--- src/port_phy_pkg.sv ---
package port_phy_pkg;

   // ------------------------------------------------------------
   // Register offsets (byte addresses on the plain port)
   // ------------------------------------------------------------
   localparam logic [3:0] ADDR_P1_CTRL = 4'h0;  // Port 1 PHY control
   localparam logic [3:0] ADDR_P1_STAT = 4'h4;  // Port 1 link status
   localparam logic [3:0] ADDR_P2_DIAG = 4'h8;  // Port 2 cable diag
   localparam logic [3:0] ADDR_P2_CTRL = 4'ha;  // Port 2 PHY control

   // ------------------------------------------------------------
   // Reset values
   // ------------------------------------------------------------
   localparam logic [15:0] P1_CTRL_RST = 16'h009f;
   localparam logic [15:0] P2_CTRL_RST = 16'h0000;
   localparam logic [15:0] P2_DIAG_RST = 16'h0400;
   localparam logic XOVER_ALG_RST = 1'b1;

   // ------------------------------------------------------------
   // Control field positions
   // ------------------------------------------------------------
   localparam int B_LED_OFF = 15;
   localparam int B_TX_DIS = 14;
   localparam int B_RESTART_AN = 13;
   localparam int B_PWR_DOWN = 11;
   localparam int B_XOVER_DIS = 10;
   localparam int B_FORCE_MDIX = 9;
   localparam int B_FAR_LOOP = 8;
   localparam int B_AN_EN = 7;
   localparam int B_FORCE_SPD = 6;
   localparam int B_FORCE_DPX = 5;
   localparam int B_ADV_HI = 4;

   // Diagnostic register fields
   localparam int B_NEAR_SHORT = 15;
   localparam int B_RES_HI = 14;
   localparam int B_RES_LO = 13;
   localparam int B_DIAG_START = 12;
   localparam int B_FORCE_LINK = 11;
   localparam int B_PWRSAVE_DIS = 10;
   localparam int B_NEAR_LOOP = 9;
   localparam int FAULT_W = 9;

   // Status register fields
   localparam int B_XOVER_ALG = 15;
   localparam int B_POL_REV = 13;
   localparam int B_RX_FC = 12;
   localparam int B_TX_FC = 11;
   localparam int B_SPEED = 10;
   localparam int B_DUPLEX = 9;
   localparam int B_FAR_FAULT = 8;
   localparam int B_MDI = 7;
   localparam int B_LINK_GOOD = 5;
   localparam int B_PARTNER_HI = 4;

   // Cable test result codes
   localparam logic [1:0] DIAG_NORMAL = 2'h0;
   localparam logic [1:0] DIAG_OPEN = 2'h1;
   localparam logic [1:0] DIAG_SHORT = 2'h2;
   localparam logic [1:0] DIAG_FAILED = 2'h3;

   // ------------------------------------------------------------
   // Carriers
   // ------------------------------------------------------------
   // PHY state reported by analog side for port 1
   typedef struct packed {
      logic pol_rev;
      logic rx_fc;
      logic tx_fc;
      logic speed100;
      logic full_dpx;
      logic far_fault;
      logic mdi;
      logic link_good;
      logic [4:0] partner_abil;
   } phy_status_t;

   // Cable test result from the analog TDR engine
   typedef struct packed {
      logic done;
      logic near_short;
      logic [1:0] result;
      logic [8:0] fault_count;
   } diag_result_t;

   // Diag engine sequencing
   typedef enum logic [1:0] {
      DIAG_IDLE = 2'b01,
      DIAG_RUN = 2'b10
   } diag_state_t;

endpackage

--- src/port_phy_control_status_regs.sv ---
// The plain strobed port is this design's own decision.
`timescale 1ns/10ps
// Notes on behaviour
// - Far-end loopback returns port 2 via port 1
// - AN enable resets 1; off uses forces
// - Force speed: 1 is 100BT, 0 10BT
// - Force duplex applies when AN off/failed
// - Advertise bits reset 1; clear suppresses ability
// - Crossover algorithm bit writable, resets 1
// - Status bit 13 shows polarity reversed
// - Bits 12, 11 show rx/tx flow control
// - Bit 10 reports resolved speed
// - Bit 9 reports resolved duplex
// - Bit 8 shows far-end fault
// - Bits 4..0 show partner abilities
// - Diag start bit self-clears when done
// - Result codes normal, open, short, failed
// - Bit 15 flags short under ten metres
// - Nine-bit fault count gives distance
// - Force-link bit forces link pass
// - Power-save bit resets 1, 1 disables
// - Near-end loopback inside port 2 PHY
// - LED off drives all LEDs high
// - Bit 14 disables tx, 13 restarts AN
// - Crossover disable, then force MDI-X
module port_phy_control_status_regs #(
   parameter int LED_N = 4
) (
   input wire logic ref_clk,
   input wire logic reset,
   input wire logic [3:0] addr,
   input wire logic [15:0] wr_data,
   input wire logic wr_stb,
   input wire logic rd_stb,
   output logic [15:0] rd_data,
   input wire port_phy_pkg::phy_status_t p1_status,
   input wire port_phy_pkg::diag_result_t p2_diag_in,
   input wire logic p1_an_failed,
   input wire logic [LED_N-1:0] port2_led_raw,
   output logic [LED_N-1:0] port2_led_out,
   output logic p2_diag_start_pulse,
   output logic p1_auto_negotiation_en,
   output logic p1_speed100,
   output logic p1_full_dpx,
   output logic [4:0] p1_adv_abil,
   output logic far_end_loopback,
   output logic p1_tx_disable,
   output logic p1_power_down,
   output logic p1_restart_an,
   output logic crossover_algorithm_select,
   output logic p2_force_link,
   output logic p2_pwrsave_dis,
   output logic p2_near_loopback,
   output logic p2_tx_disable,
   output logic p2_restart_an,
   output logic p2_power_down,
   output logic p2_xover_dis,
   output logic p2_force_mdix,
   output logic p2_far_loopback
);

   // ------------------------------------------------------------
   // Storage
   // ------------------------------------------------------------
   logic [15:0] p1_ctrl_reg;  // Port 1 control low/high bytes
   logic [15:0] p2_ctrl_reg;  // Port 2 control
   logic xover_alg_reg;  // Crossover algorithm choice
   logic force_link_reg;  // Port 2 force link
   logic pwrsave_dis_reg;  // Port 2 power save disable
   logic near_loop_reg;  // Port 2 near-end loopback
   logic diag_busy_reg;  // Cable test running
   port_phy_pkg::diag_state_t diag_state_reg;
   logic [1:0] diag_res_reg;  // Latched result
   logic near_short_reg;  // Latched short flag
   logic [port_phy_pkg::FAULT_W-1:0] fault_cnt_reg;  // Latched distance
   logic [15:0] rd_next;  // Read mux
   logic wr_p1c, wr_p1s, wr_p2d, wr_p2c;
   logic diag_go;

   // Decoded write strobes
   assign wr_p1c = wr_stb && addr == port_phy_pkg::ADDR_P1_CTRL;
   assign wr_p1s = wr_stb && addr == port_phy_pkg::ADDR_P1_STAT;
   assign wr_p2d = wr_stb && addr == port_phy_pkg::ADDR_P2_DIAG;
   assign wr_p2c = wr_stb && addr == port_phy_pkg::ADDR_P2_CTRL;
   // A write of 1 while idle launches the test
   assign diag_go = wr_p2d && wr_data[port_phy_pkg::B_DIAG_START]
                    && !diag_busy_reg;

   // ------------------------------------------------------------
   // Port 1 control
   // ------------------------------------------------------------
   // Reset leaves AN on and all abilities advertised
   always_ff @(posedge ref_clk) begin
      if (reset) begin
         p1_ctrl_reg <= port_phy_pkg::P1_CTRL_RST;
      end else if (wr_p1c) begin
         p1_ctrl_reg <= wr_data;
      end
   end

   // ------------------------------------------------------------
   // Port 2 control
   // ------------------------------------------------------------
   always_ff @(posedge ref_clk) begin
      if (reset) begin
         p2_ctrl_reg <= port_phy_pkg::P2_CTRL_RST;
      end else if (wr_p2c) begin
         p2_ctrl_reg <= wr_data;
      end
   end

   // Crossover algorithm select in the status register
   always_ff @(posedge ref_clk) begin
      if (reset) begin
         xover_alg_reg <= port_phy_pkg::XOVER_ALG_RST;
      end else if (wr_p1s) begin
         xover_alg_reg <= wr_data[port_phy_pkg::B_XOVER_ALG];
      end
   end

   // Writable diag register controls
   always_ff @(posedge ref_clk) begin
      if (reset) begin
         force_link_reg <= 1'b0;
         pwrsave_dis_reg <= port_phy_pkg::P2_DIAG_RST[
            port_phy_pkg::B_PWRSAVE_DIS];
         near_loop_reg <= 1'b0;
      end else if (wr_p2d) begin
         force_link_reg <= wr_data[port_phy_pkg::B_FORCE_LINK];
         pwrsave_dis_reg <= wr_data[port_phy_pkg::B_PWRSAVE_DIS];
         near_loop_reg <= wr_data[port_phy_pkg::B_NEAR_LOOP];
      end
   end

   // ------------------------------------------------------------
   // Cable test sequencer
   // ------------------------------------------------------------
   // Writes of 1 during a run are ignored; the engine's done
   // ends the run and clears the busy bit by itself
   always_ff @(posedge ref_clk) begin
      if (reset) begin
         diag_state_reg <= port_phy_pkg::DIAG_IDLE;
         diag_busy_reg <= 1'b0;
      end else begin
         case (diag_state_reg)
            port_phy_pkg::DIAG_IDLE: begin
               if (diag_go) begin
                  diag_state_reg <= port_phy_pkg::DIAG_RUN;
                  diag_busy_reg <= 1'b1;
               end
            end
            port_phy_pkg::DIAG_RUN: begin
               if (p2_diag_in.done) begin
                  diag_state_reg <= port_phy_pkg::DIAG_IDLE;
                  diag_busy_reg <= 1'b0;
               end
            end
            default: begin
               diag_state_reg <= port_phy_pkg::DIAG_IDLE;
               diag_busy_reg <= 1'b0;
            end
         endcase
      end
   end

   // Start pulse to the engine, one cycle
   always_ff @(posedge ref_clk) begin
      if (reset) begin
         p2_diag_start_pulse <= 1'b0;
      end else begin
         p2_diag_start_pulse <= diag_go;
      end
   end

   // Results latched when the run ends so reads stay stable
   always_ff @(posedge ref_clk) begin
      if (reset) begin
         diag_res_reg <= port_phy_pkg::DIAG_NORMAL;
         near_short_reg <= 1'b0;
         fault_cnt_reg <= '0;
      end else if (diag_state_reg == port_phy_pkg::DIAG_RUN
                   && p2_diag_in.done) begin
         diag_res_reg <= p2_diag_in.result;
         near_short_reg <= p2_diag_in.near_short;
         fault_cnt_reg <= p2_diag_in.fault_count;
      end
   end

   // ------------------------------------------------------------
   // Read path: data in the cycle after the strobe
   // ------------------------------------------------------------
   always_comb begin
      rd_next = 16'h0000;
      case (addr)
         port_phy_pkg::ADDR_P1_CTRL: rd_next = p1_ctrl_reg;
         port_phy_pkg::ADDR_P1_STAT: begin
            rd_next[port_phy_pkg::B_XOVER_ALG] = xover_alg_reg;
            rd_next[port_phy_pkg::B_POL_REV] = p1_status.pol_rev;
            rd_next[port_phy_pkg::B_RX_FC] = p1_status.rx_fc;
            rd_next[port_phy_pkg::B_TX_FC] = p1_status.tx_fc;
            rd_next[port_phy_pkg::B_SPEED] = p1_status.speed100;
            rd_next[port_phy_pkg::B_DUPLEX] = p1_status.full_dpx;
            rd_next[port_phy_pkg::B_FAR_FAULT] =
               p1_status.far_fault;
            rd_next[port_phy_pkg::B_MDI] = p1_status.mdi;
            rd_next[port_phy_pkg::B_LINK_GOOD] = p1_status.link_good;
            rd_next[port_phy_pkg::B_PARTNER_HI:0] =
               p1_status.partner_abil;
         end
         port_phy_pkg::ADDR_P2_DIAG: begin
            rd_next[port_phy_pkg::B_NEAR_SHORT] = near_short_reg;
            rd_next[port_phy_pkg::B_RES_HI:port_phy_pkg::B_RES_LO] =
               diag_res_reg;
            rd_next[port_phy_pkg::B_DIAG_START] = diag_busy_reg;
            rd_next[port_phy_pkg::B_FORCE_LINK] = force_link_reg;
            rd_next[port_phy_pkg::B_PWRSAVE_DIS] = pwrsave_dis_reg;
            rd_next[port_phy_pkg::B_NEAR_LOOP] = near_loop_reg;
            rd_next[port_phy_pkg::FAULT_W-1:0] = fault_cnt_reg;
         end
         port_phy_pkg::ADDR_P2_CTRL: rd_next = p2_ctrl_reg;
         default: rd_next = 16'h0000;  // Unmapped reads zero
      endcase
   end

   // Read data register; held only for the one answer cycle
   always_ff @(posedge ref_clk) begin
      if (reset) begin
         rd_data <= 16'h0000;
      end else if (rd_stb) begin
         rd_data <= rd_next;
      end else begin
         rd_data <= 16'h0000;
      end
   end

   // ------------------------------------------------------------
   // Port 1 PHY controls, resolved speed and duplex
   // ------------------------------------------------------------
   // Forced duplex also covers a failed negotiation
   always_ff @(posedge ref_clk) begin
      if (reset) begin
         p1_auto_negotiation_en <= port_phy_pkg::P1_CTRL_RST[
            port_phy_pkg::B_AN_EN];
         p1_speed100 <= 1'b0;
         p1_full_dpx <= 1'b0;
         p1_adv_abil <= port_phy_pkg::P1_CTRL_RST[
            port_phy_pkg::B_ADV_HI:0];
      end else begin
         p1_auto_negotiation_en <= p1_ctrl_reg[port_phy_pkg::B_AN_EN];
         p1_speed100 <= p1_ctrl_reg[port_phy_pkg::B_AN_EN]
            ? p1_status.speed100
            : p1_ctrl_reg[port_phy_pkg::B_FORCE_SPD];
         p1_full_dpx <= (p1_ctrl_reg[port_phy_pkg::B_AN_EN]
                         && !p1_an_failed)
            ? p1_status.full_dpx
            : p1_ctrl_reg[port_phy_pkg::B_FORCE_DPX];
         p1_adv_abil <= p1_ctrl_reg[port_phy_pkg::B_ADV_HI:0];
      end
   end

   // Remaining port 1 controls and crossover choice
   always_ff @(posedge ref_clk) begin
      if (reset) begin
         far_end_loopback <= 1'b0;
         p1_tx_disable <= 1'b0;
         p1_power_down <= 1'b0;
         p1_restart_an <= 1'b0;
         crossover_algorithm_select <= port_phy_pkg::XOVER_ALG_RST;
      end else begin
         far_end_loopback <= p1_ctrl_reg[port_phy_pkg::B_FAR_LOOP];
         p1_tx_disable <= p1_ctrl_reg[port_phy_pkg::B_TX_DIS];
         p1_power_down <= p1_ctrl_reg[port_phy_pkg::B_PWR_DOWN];
         p1_restart_an <= p1_ctrl_reg[port_phy_pkg::B_RESTART_AN];
         crossover_algorithm_select <= xover_alg_reg;
      end
   end

   // ------------------------------------------------------------
   // Port 2 PHY controls and LEDs
   // ------------------------------------------------------------
   always_ff @(posedge ref_clk) begin
      if (reset) begin
         p2_force_link <= 1'b0;
         p2_pwrsave_dis <= port_phy_pkg::P2_DIAG_RST[
            port_phy_pkg::B_PWRSAVE_DIS];
         p2_near_loopback <= 1'b0;
         p2_tx_disable <= 1'b0;
         p2_restart_an <= 1'b0;
         p2_power_down <= 1'b0;
         p2_xover_dis <= 1'b0;
         p2_force_mdix <= 1'b0;
         p2_far_loopback <= 1'b0;
         port2_led_out <= '1;
      end else begin
         p2_force_link <= force_link_reg;
         p2_pwrsave_dis <= pwrsave_dis_reg;
         p2_near_loopback <= near_loop_reg;
         p2_tx_disable <= p2_ctrl_reg[port_phy_pkg::B_TX_DIS];
         p2_restart_an <= p2_ctrl_reg[port_phy_pkg::B_RESTART_AN];
         p2_power_down <= p2_ctrl_reg[port_phy_pkg::B_PWR_DOWN];
         p2_xover_dis <= p2_ctrl_reg[port_phy_pkg::B_XOVER_DIS];
         // Force only takes effect with auto crossover off
         p2_force_mdix <= p2_ctrl_reg[port_phy_pkg::B_XOVER_DIS]
            && p2_ctrl_reg[port_phy_pkg::B_FORCE_MDIX];
         p2_far_loopback <= p2_ctrl_reg[port_phy_pkg::B_FAR_LOOP];
         // LEDs are active low, so off means driven high
         port2_led_out <= p2_ctrl_reg[port_phy_pkg::B_LED_OFF]
            ? '1 : port2_led_raw;
      end
   end
endmodule

--- config.mk ---
export PLATFORM = sky130hd
export DESIGN_NAME = port_phy_control_status_regs
export DESIGN_NICKNAME = d
export VERILOG_FILES = /design/src/port_phy_pkg.sv /design/src/port_phy_control_status_regs.sv
export SDC_FILE = /design/constraint.sdc
export NUM_CORES = 1
export LEC_CHECK = 0
export ABC_AREA = 1
export ABC_CLOCK_PERIOD_IN_PS = 1000
export CAP_MARGIN = 15
export CORE_ASPECT_RATIO = 1.5
export CORE_MARGIN = 4
export CORE_UTILIZATION = 35
export CTS_BUF_LIST = sky130_fd_sc_hd__clkbuf_8
export DETAILED_ROUTE_END_ITERATION = 10
export DONT_BUFFER_PORTS = 1
export GPL_ROUTABILITY_DRIVEN = 1
export PLACE_DENSITY_LB_ADDON = 0.1
export SYNTH_ARGS = -nofsm -noshare
export SYNTH_HDL_FRONTEND = slang
export SYNTH_SLANG_ARGS = --single-unit
export TNS_END_PERCENT = 20
--- constraint.sdc ---
create_clock -name ref_clk -period 1 [get_ports ref_clk]
set_input_delay 0 -clock ref_clk [delete_from_list [all_inputs] [get_ports ref_clk]]
set_output_delay 0 -clock ref_clk [all_outputs]
set_load 0.01 [all_outputs]
Word-level counts from Yosys, hierarchy flattened
Cells that the tools add are included.
{"block": "classes", "eq_ne": 7, "n_mux": 13, "n_bitwise": 1, "n_reduce_logical": 15}
{"cell": "one-hot mux 7 bit (4 select lines)", "count": 1}
{"cell": "one-hot mux 6 bit (4 select lines)", "count": 1}
{"cell": "logical AND 1 bit", "count": 9}
{"cell": "== test 4 bit (second input constant)", "count": 2}
{"cell": "one-hot mux 1 bit (3 select lines)", "count": 2}
{"cell": "== test 4 x 3 -> 1 bit (second input constant)", "count": 1}
{"cell": "zero test 4 bit", "count": 1}
{"cell": "2-to-1 mux 1 bit", "count": 4}
{"cell": "2-to-1 mux 2 bit", "count": 2}
{"cell": "inequality test 2 bit (second input constant)", "count": 2}
{"cell": "one-hot mux 1 bit (4 select lines)", "count": 1}
{"cell": "one-hot mux 2 bit (2 select lines)", "count": 1}
{"cell": "OR reduction 2 bit", "count": 2}
{"cell": "== test 2 x 1 -> 1 bit (second input constant)", "count": 1}
{"cell": "== test 2 bit (second input constant)", "count": 1}
{"cell": "zero test 1 bit", "count": 2}
{"cell": "one-hot mux 1 bit (2 select lines)", "count": 1}
{"cell": "AND reduction 2 bit", "count": 1}
{"cell": "NOT 1 bit", "count": 1}
{"block": "word_totals", "register_bits": 94, "out_inout_bits": 43}

Logic depth before layout (Yosys ltp)
Gate-level depths: netlist (run 1).
{"block": "depth", "word_depth": 6, "mapped_depth": 7, "mapped_depth_nobuf": 6}

Least setup slack after synthesis (run 1)
Ideal clock, no wire load.
{"block": "synth_timing", "path_type": "register to register", "start": "register diag_state_reg[0]", "end": "register fault_cnt_reg[7] in the netlist's numbering", "setup_time_ns": 0.070, "arrival_ns": 0.930, "path_slack_ns": 0.000, "stages_incl_launch_ff": 6, "period_less_slack_ns": 1.000, "path_cell_list": "dfxtp_1 > inv_1 > nand3_1 > clkbuf_1 > o21ai_0 > a21oi_1"}
{"block": "synth_between", "elab_chain_len": 2}
{"item": "from (decl)", "line_no": "port_phy_control_status_regs.sv:72", "rtl": "port_phy_pkg::diag_state_t diag_state_reg;"}
{"item": "from (signal assigned)", "line_no": "port_phy_control_status_regs.sv:142", "rtl": "diag_state_reg <= port_phy_pkg::DIAG_IDLE;"}
{"item": "from (signal assigned)", "line_no": "port_phy_control_status_regs.sv:148", "rtl": "diag_state_reg <= port_phy_pkg::DIAG_RUN;"}
{"item": "from (signal assigned)", "line_no": "port_phy_control_status_regs.sv:154", "rtl": "diag_state_reg <= port_phy_pkg::DIAG_IDLE;"}
{"item": "== test 2 bit", "line_no": "port_phy_control_status_regs.sv:181", "rtl": "end else if (diag_state_reg == port_phy_pkg::DIAG_RUN"}
{"item": "logical AND 1 bit", "line_no": "port_phy_control_status_regs.sv:182", "rtl": "&& p2_diag_in.done) begin"}
{"item": "to (signal assigned)", "line_no": "port_phy_control_status_regs.sv:185", "rtl": "fault_cnt_reg <= p2_diag_in.fault_count;"}
{"item": "to (decl)", "line_no": "port_phy_control_status_regs.sv:75", "rtl": "logic [port_phy_pkg::FAULT_W-1:0] fault_cnt_reg;"}
Every way passes these cells.
A chain may end at the register's enable or synchronous reset.

Final worst setup path (run 1)
{"block": "layout_timing", "start": "input wr_stb", "end": "register p1_ctrl_reg[6]"}
{"block": "layout_between", "elab_chain_len": 1}
{"item": "from (decl)", "line_no": "port_phy_control_status_regs.sv:33", "rtl": "input wire logic wr_stb,"}
{"item": "logical AND 1 bit", "line_no": "port_phy_control_status_regs.sv:81", "rtl": "assign wr_p1c = wr_stb && addr == port_phy_pkg::ADDR_P1_CTRL;"}
{"item": "to (signal assigned)", "line_no": "port_phy_control_status_regs.sv:95", "rtl": "p1_ctrl_reg <= port_phy_pkg::P1_CTRL_RST;"}
{"item": "to (signal assigned)", "line_no": "port_phy_control_status_regs.sv:97", "rtl": "p1_ctrl_reg <= wr_data;"}
{"item": "to (decl)", "line_no": "port_phy_control_status_regs.sv:65", "rtl": "logic [15:0] p1_ctrl_reg;"}
Every way passes these cells.

==> flow_summary.json, run 1 <==
{
  "ant_nets": 0,
  "p_int_mw": 5.05,
  "postCtsSetupBuffers": 0,
  "status": "complete, but fails checks",
  "gp_congestion": 0.792,
  "grt_max_degree": 32,
  "cts_buffers": 9,
  "synthArstFlopShare": 0,
  "overflow": 0,
  "yosysWarnings": 0,
  "worst_slew_pin_slew_ns": 0.305,
  "setup_viol": 0,
  "vias": 3231,
  "synth.most_common_cell": "nand2_1",
  "clkSlewWorstSetupHoldPaths_ns": 0.09,
  "grt_pass1_wl_um": 16300,
  "dpl_cell_area_sq_mm": 0.00385,
  "dpl_worst_slack_ns": 0.00220,
  "dpl.hpwl_um": 7340,
  "crit_fanout": 8,
  "num_rows": 45,
  "final-max-slew-violation-count": 0,
  "track_usage": 0.176,
  "max_freq_mhz": 1030,
  "crit_family": "buffers and inverters",
  "clockRootBuffer": "clkbuf_8",
  "cap_violations": 0,
  "arrival_ns": 1.23,
  "routedWlPerCell_um": 15.5,
  "p_sw_frac": 0.249,
  "failed_checks": "negative hold slack",
  "hp-class": "in -> reg",
  "path_buf_inv": 2,
  "antenna_found_initial": 0,
  "cts.sinks": 93,
  "synthTopCellsByCount": "109 x nand2_1, 93 x dfxtp_1, 81 x nor2_1",
  "finalHoldViolations": 9,
  "yosys.area.top_type": "dfxtp_1",
  "final_util": 0.460,
  "area_delta_synth_final_pct": 28.7,
  "synthFlopType": "dfxtp_1",
  "synth_top_cell_area_share": 0.517,
  "ys_top_cells_by_area": "dfxtp_1 52%, nand2_1 11%, nand3_1 10%, nor2_1 8.4%, inv_1 4.9%",
  "cts_tree": "yes",
  "p_sw_mw": 1.67,
  "synth_edf_count": 0,
  "syn_nets": 547,
  "path_class": "in -> reg",
  "finalWirelength_um": 10500,
  "antenna_cells": 0,
  "ir_drop_v": 0.000630,
  "chipHeight_um": 132,
  "die_w_um": 90.8,
  "p_per_area_mw_per_mm2": 1450,
  "synth.distinct_cells": 19,
  "synth_seq_area_share": 0.517,
  "first_pass_iters": 4,
  "netlist_area_sq_mm": 0.00360,
  "worst-endpoint-required_ns": 1.26,
  "crit_path_top_delay_cell": "dlygate4sd3_1",
  "clock_skew_ns": 0.00984,
  "timing.hold.ws_ns": -0.102,
  "grt_pass1_vias": 3172,
  "core_area_sq_mm": 0.0101,
  "fin_crit_sh": 0.975,
  "worst_slack_ns": 0.0251,
  "io_pins": 98,
  "synth_area_per_cell_sq_um": 7.32,
  "post-route-min-period_ns": 0.975,
  "cp_slowest_stage_delay_ns": 0.71,
  "layout.nets": 609,
  "drt_iter0_drc": 137,
  "drive_gt1_frac": 0.122,
  "final_area_sq_mm": 0.00464,
  "comb_power_share": 0.088,
  "netlist_instances": 492,
  "cp_cell_sequence": "dlygate4sd3_1 -> nand3_2 -> buf_4 -> nand2_1 -> a21oi_2",
  "clk_latency_ns": 0.37,
  "ys_ff_latch": 93,
  "p_clk_frac": 0.347,
  "cts.path.max_buffers": 2,
  "cp-end-kind": "flip-flop",
  "power.leakage_nw": 2.06,
  "finalSetupTns_ns": 0,
  "initial_core_util": 0.357,
  "portBuffers": 0,
  "postCtsHoldBufs": 52,
  "drc": 0,
  "relSlewSlack": 0.796,
  "dieArea_sq_mm": 0.0120,
  "startpoint_type": "input pin",
  "htree_levels": 3,
  "viasPerCell": 4.78,
  "seqPwrFrac": 0.566,
  "rsz0062_at_grt": "yes"
}
[kinds of logic (layout without fill, tap and decap cells)]
group           count (synthesis)  in the layout  share of synthesized area
compound gates                 37             37                     0.0514
buf+inv                        75            142                     0.0834
flops                          93             93                      0.517
simple gates                  287            287                      0.348
[final timing paths]
check	to	slack, ns	from	cells after the start
setup / recovery	p1_ctrl_reg[6]	0.03	wr_stb	5
hold / removal	p2_diag_start_pulse	-0.10	addr[2]	3
hold reg to reg	p1_power_down	0.45	p1_ctrl_reg[11]	2
setup reg to reg	fault_cnt_reg[2]	0.03	diag_state_reg[0]	5
[worst min-delay path: stages]
cell and delay (ns):
nor2_4 0.04, nand3_4 0.12, nor2_2 0.06
[power groups by stage]
stage	combinational, mW	clock, mW	sequential [mW]
after floorplan	0.251	0	3.88
after global placement	0.359	0	3.89
after detailed placement	0.363	0	3.89
after CTS	0.586	2.41	3.81
after global routing	0.653	2.55	3.81
final	0.590	2.33	3.80
[layer usage]
layer  up-vias  wire length [um]  GRT usage  share of wire
li1       1667                 -          -              -
met1      1467              4270      0.198           0.41
met2        82              5480      0.314           0.52
met3        15               493     0.0417          0.047
met4         0               255     0.0789          0.024
met5         -                 0          0              0
[cell type report]
type | count | area [sq um]
clock buffers | 11 | 151
clock inverters | 5 | 25.0
fillers | 1035 | 5440
inverters | 49 | 184
multi-input cells | 324 | 1480
flip-flops and latches | 93 | 1860
well taps | 117 | 146
repair buffers | 77 | 783
[per-stage QoR]
stage | total power [mW] | hold WS (ns) | std cells
CTS | 6.81 | -0.0927 | 674
finish | 6.73 | -0.102 | 676
floorplan | 4.13 | 0.0922 | 492
global route | 7.01 | -0.103 | 676
detailed placement | 4.26 | 0.0792 | 606
global placement | 4.25 | 0.0771 | 606
[timing repair]
action                                  in CTS  in global routing
pin swaps                                    0                  2
cloned                                       0                  2
endpoints found under the setup margin       2                 32
gates resized for setup                      3                 20
hold endpoints to repair                    90                  6
[layout by cell type (no fill, tap or decap), types with 2 or more instances in the layout]
cell	instances
nor2_2	3
a21oi_1	21
clkbuf_8	11
o21ai_1	7
buf_4	20
buf_12	4
nand3_2	2
nor2_1	81
dfxtp_1	92
nand4_1	2
nor2_4	4
nand3_1	73
o21ai_0	6
dlygate4sd3_1	50
inv_1	46
clkinv_2	5
or2_2	7
nand3_4	2
inv_2	2
nand2_1	108
a21oi_2	2
nand3b_1	2
Power figures use the tool's default switching activity.
==> run 2: changes to the inputs <==
--- a/config.mk
+++ b/config.mk
@@ -7,13 +7,13 @@
 export LEC_CHECK = 0
 export ABC_AREA = 1
 export ABC_CLOCK_PERIOD_IN_PS = 1000
+export BUFFER_PORTS_ARGS = -buffer_cell sky130_fd_sc_hd__buf_2
 export CAP_MARGIN = 15
 export CORE_ASPECT_RATIO = 1.5
 export CORE_MARGIN = 4
 export CORE_UTILIZATION = 35
 export CTS_BUF_LIST = sky130_fd_sc_hd__clkbuf_8
 export DETAILED_ROUTE_END_ITERATION = 10
-export DONT_BUFFER_PORTS = 1
 export GPL_ROUTABILITY_DRIVEN = 1
 export PLACE_DENSITY_LB_ADDON = 0.1
 export SYNTH_ARGS = -nofsm -noshare
==> run 2 against run 1 <==
Compared with the run above: the run now ends clean; sequential power about the same; clock power increased by 3%; via count increased by 9.8%; final cell count increased by 13%; global-route usage increased by 0.71 points; final area increased by 8.6%; count of clock-buffer cells in the layout decreased by 1; flip-flop and latch count unchanged; worst setup slack improved by 0.031 ns; routed wire length increased by 1.1%; largest power group unchanged.
==> flow_summary.json, run 2 (synthesized netlist as in run 1, its figures left out) <==
{
  "status": "finished clean",
  "r2r_setup_slack_ns": 0.06,
  "reg2reg_depth": 5,
  "chipHeight_um": 132,
  "crit_family": "flip-flops",
  "power.leakage_nw": 2.45,
  "io_pins": 98,
  "final_cells": 762,
  "postCtsSetupBuffers": 0,
  "overflow": 0,
  "hp-start": "p1_status[3]",
  "holdPathEnd": "rd_data[3]",
  "num_rows": 45,
  "gp_congestion": 0.820,
  "ir_drop_v": 0.000620,
  "crit_path_top_delay_cell": "dfxtp_2",
  "final_util": 0.499,
  "fin_crit_sh": 0.944,
  "track_usage": 0.184,
  "viasPerCell": 4.66,
  "htree_levels": 3,
  "path_class": "reg -> reg",
  "drt_iter0_drc": 135,
  "post-route-min-period_ns": 0.944,
  "grt_max_degree": 32,
  "drc": 0,
  "portBuffers": 97,
  "path_buf_inv": 2,
  "dpl.hpwl_um": 7500,
  "startpoint_type": "flip-flop",
  "cts_buffers": 9,
  "core_area_sq_mm": 0.0101,
  "first_pass_iters": 4,
  "initial_core_util": 0.357,
  "min_delay_path_depth": 5,
  "cts.sinks": 93,
  "layout_common_cells": "109 x nand2_1, 97 x buf_2, 91 x dfxtp_1",
  "finalWirelength_um": 10600,
  "finalHoldViolations": 0,
  "timing.rr.start": "diag_state_reg[0]",
  "clockRootBuffer": "clkbuf_8",
  "cts.path.max_buffers": 2,
  "crit_fanout": 12,
  "cp_slowest_stage_delay_ns": 0.33,
  "rsz0062_at_grt": "yes",
  "clock_skew_ns": 0.00536,
  "vias": 3548,
  "worst-endpoint-required_ns": 1.25,
  "dieArea_sq_mm": 0.0120,
  "grt_pass1_wl_um": 17400,
  "layout.nets": 697,
  "cap_violations": 0,
  "clkSlewWorstSetupHoldPaths_ns": 0.09,
  "fill_cells": 1041,
  "antenna_found_initial": 0,
  "relSlewSlack": 0.820,
  "max_freq_mhz": 1060,
  "cp_cell_sequence": "inv_2 -> nand3_4 -> buf_12 -> o21ai_1 -> a21oi_1",
  "cts_tree": "yes",
  "hp-class": "in -> reg",
  "grt_pass1_vias": 3633,
  "p_per_area_mw_per_mm2": 1370,
  "antenna_cells": 0,
  "ant_nets": 0,
  "worst_slew_pin_slew_ns": 0.270,
  "arrival_ns": 1.20,
  "drive_gt1_frac": 0.247,
  "final-max-slew-violation-count": 0,
  "placed_cells": 707,
  "die_w_um": 90.8,
  "area_delta_synth_final_pct": 39.7,
  "cp-end-kind": "flip-flop",
  "final_common_cell": "nand2_1",
  "routedWlPerCell_um": 13.9,
  "regToRegEndpoint": "fault_cnt_reg[5]",
  "clk_latency_ns": 0.35,
  "setup_viol": 0
}
[run 2: worst max-delay path by stage]
stage                            from                to  cells past startpoint
global placement                reset        rd_data[7]                      5
CTS                 diag_state_reg[0]  fault_cnt_reg[8]                      5
floorplan           diag_state_reg[0]  fault_cnt_reg[7]                      5
finish              diag_state_reg[0]  fault_cnt_reg[5]                      5
detailed placement            addr[0]   p1_ctrl_reg[14]                      7
global route        diag_state_reg[0]  fault_cnt_reg[7]                      5
[run 2: metal layers]
| metal | global-route usage | wire length [um] | vias to the layer above |
|---|---|---|---|
| met5 | 0 | 0 | - |
| met4 | 0.0763 | 226 | 0 |
| met3 | 0.0417 | 472 | 16 |
| met2 | 0.338 | 5600 | 85 |
| met1 | 0.200 | 4310 | 1613 |
| li1 | - | - | 1834 |
[run 2: cell type report]
cell class / instances / area [sq um] / share of cell area
sequential: 93 / 1860 / 0.370
clock buffer: 10 / 138 / 0.0273
timing repair buffer: 165 / 1200 / 0.239
tap: 117 / 146 / 0.0291
inverter: 49 / 184 / 0.0365
clock inverter: 4 / 42.5 / 0.00845
multi-input combinational: 324 / 1460 / 0.289
[run 2: timing repair]
action,in CTS,in global routing
gates resized for setup,7,9
setup endpoints to repair,7,12
endpoints found under the hold margin,58,0
cloned,0,1
hold buffers,40,0
pin swaps,0,1
[run 2: metrics by stage]
stage                 TNS [ns]  power, mW  worst slack, ns  hold slack [ns]  instance area [sq um]
global placement        -0.607       4.47          -0.0570            0.183                   4410
floorplan                    0       4.13         0.000316           0.0922                   3600
finish                       0       6.92           0.0560           0.0128                   5030
CTS                 -0.0000271       7.01       -0.0000271          0.00391                   4990
detailed placement      -0.643       4.47          -0.0520            0.181                   4410
global route           -0.0717       7.22          -0.0180           0.0360                   5030
[run 2: report_power, final]
| group | switching [mW] | internal (mW) | total, mW |
|---|---|---|---|
| clock network | 1.24 | 1.18 | 2.41 |
| registers | 0.0261 | 3.76 | 3.78 |
| logic | 0.378 | 0.343 | 0.721 |
| total | 1.64 | 5.28 | 6.92 |
[run 2: tightest hold or removal path: cells and delay by family]
family	cells	cell delay, ns
AND/OR/NAND/NOR	4	0.26
buffers and inverters	1	0.08
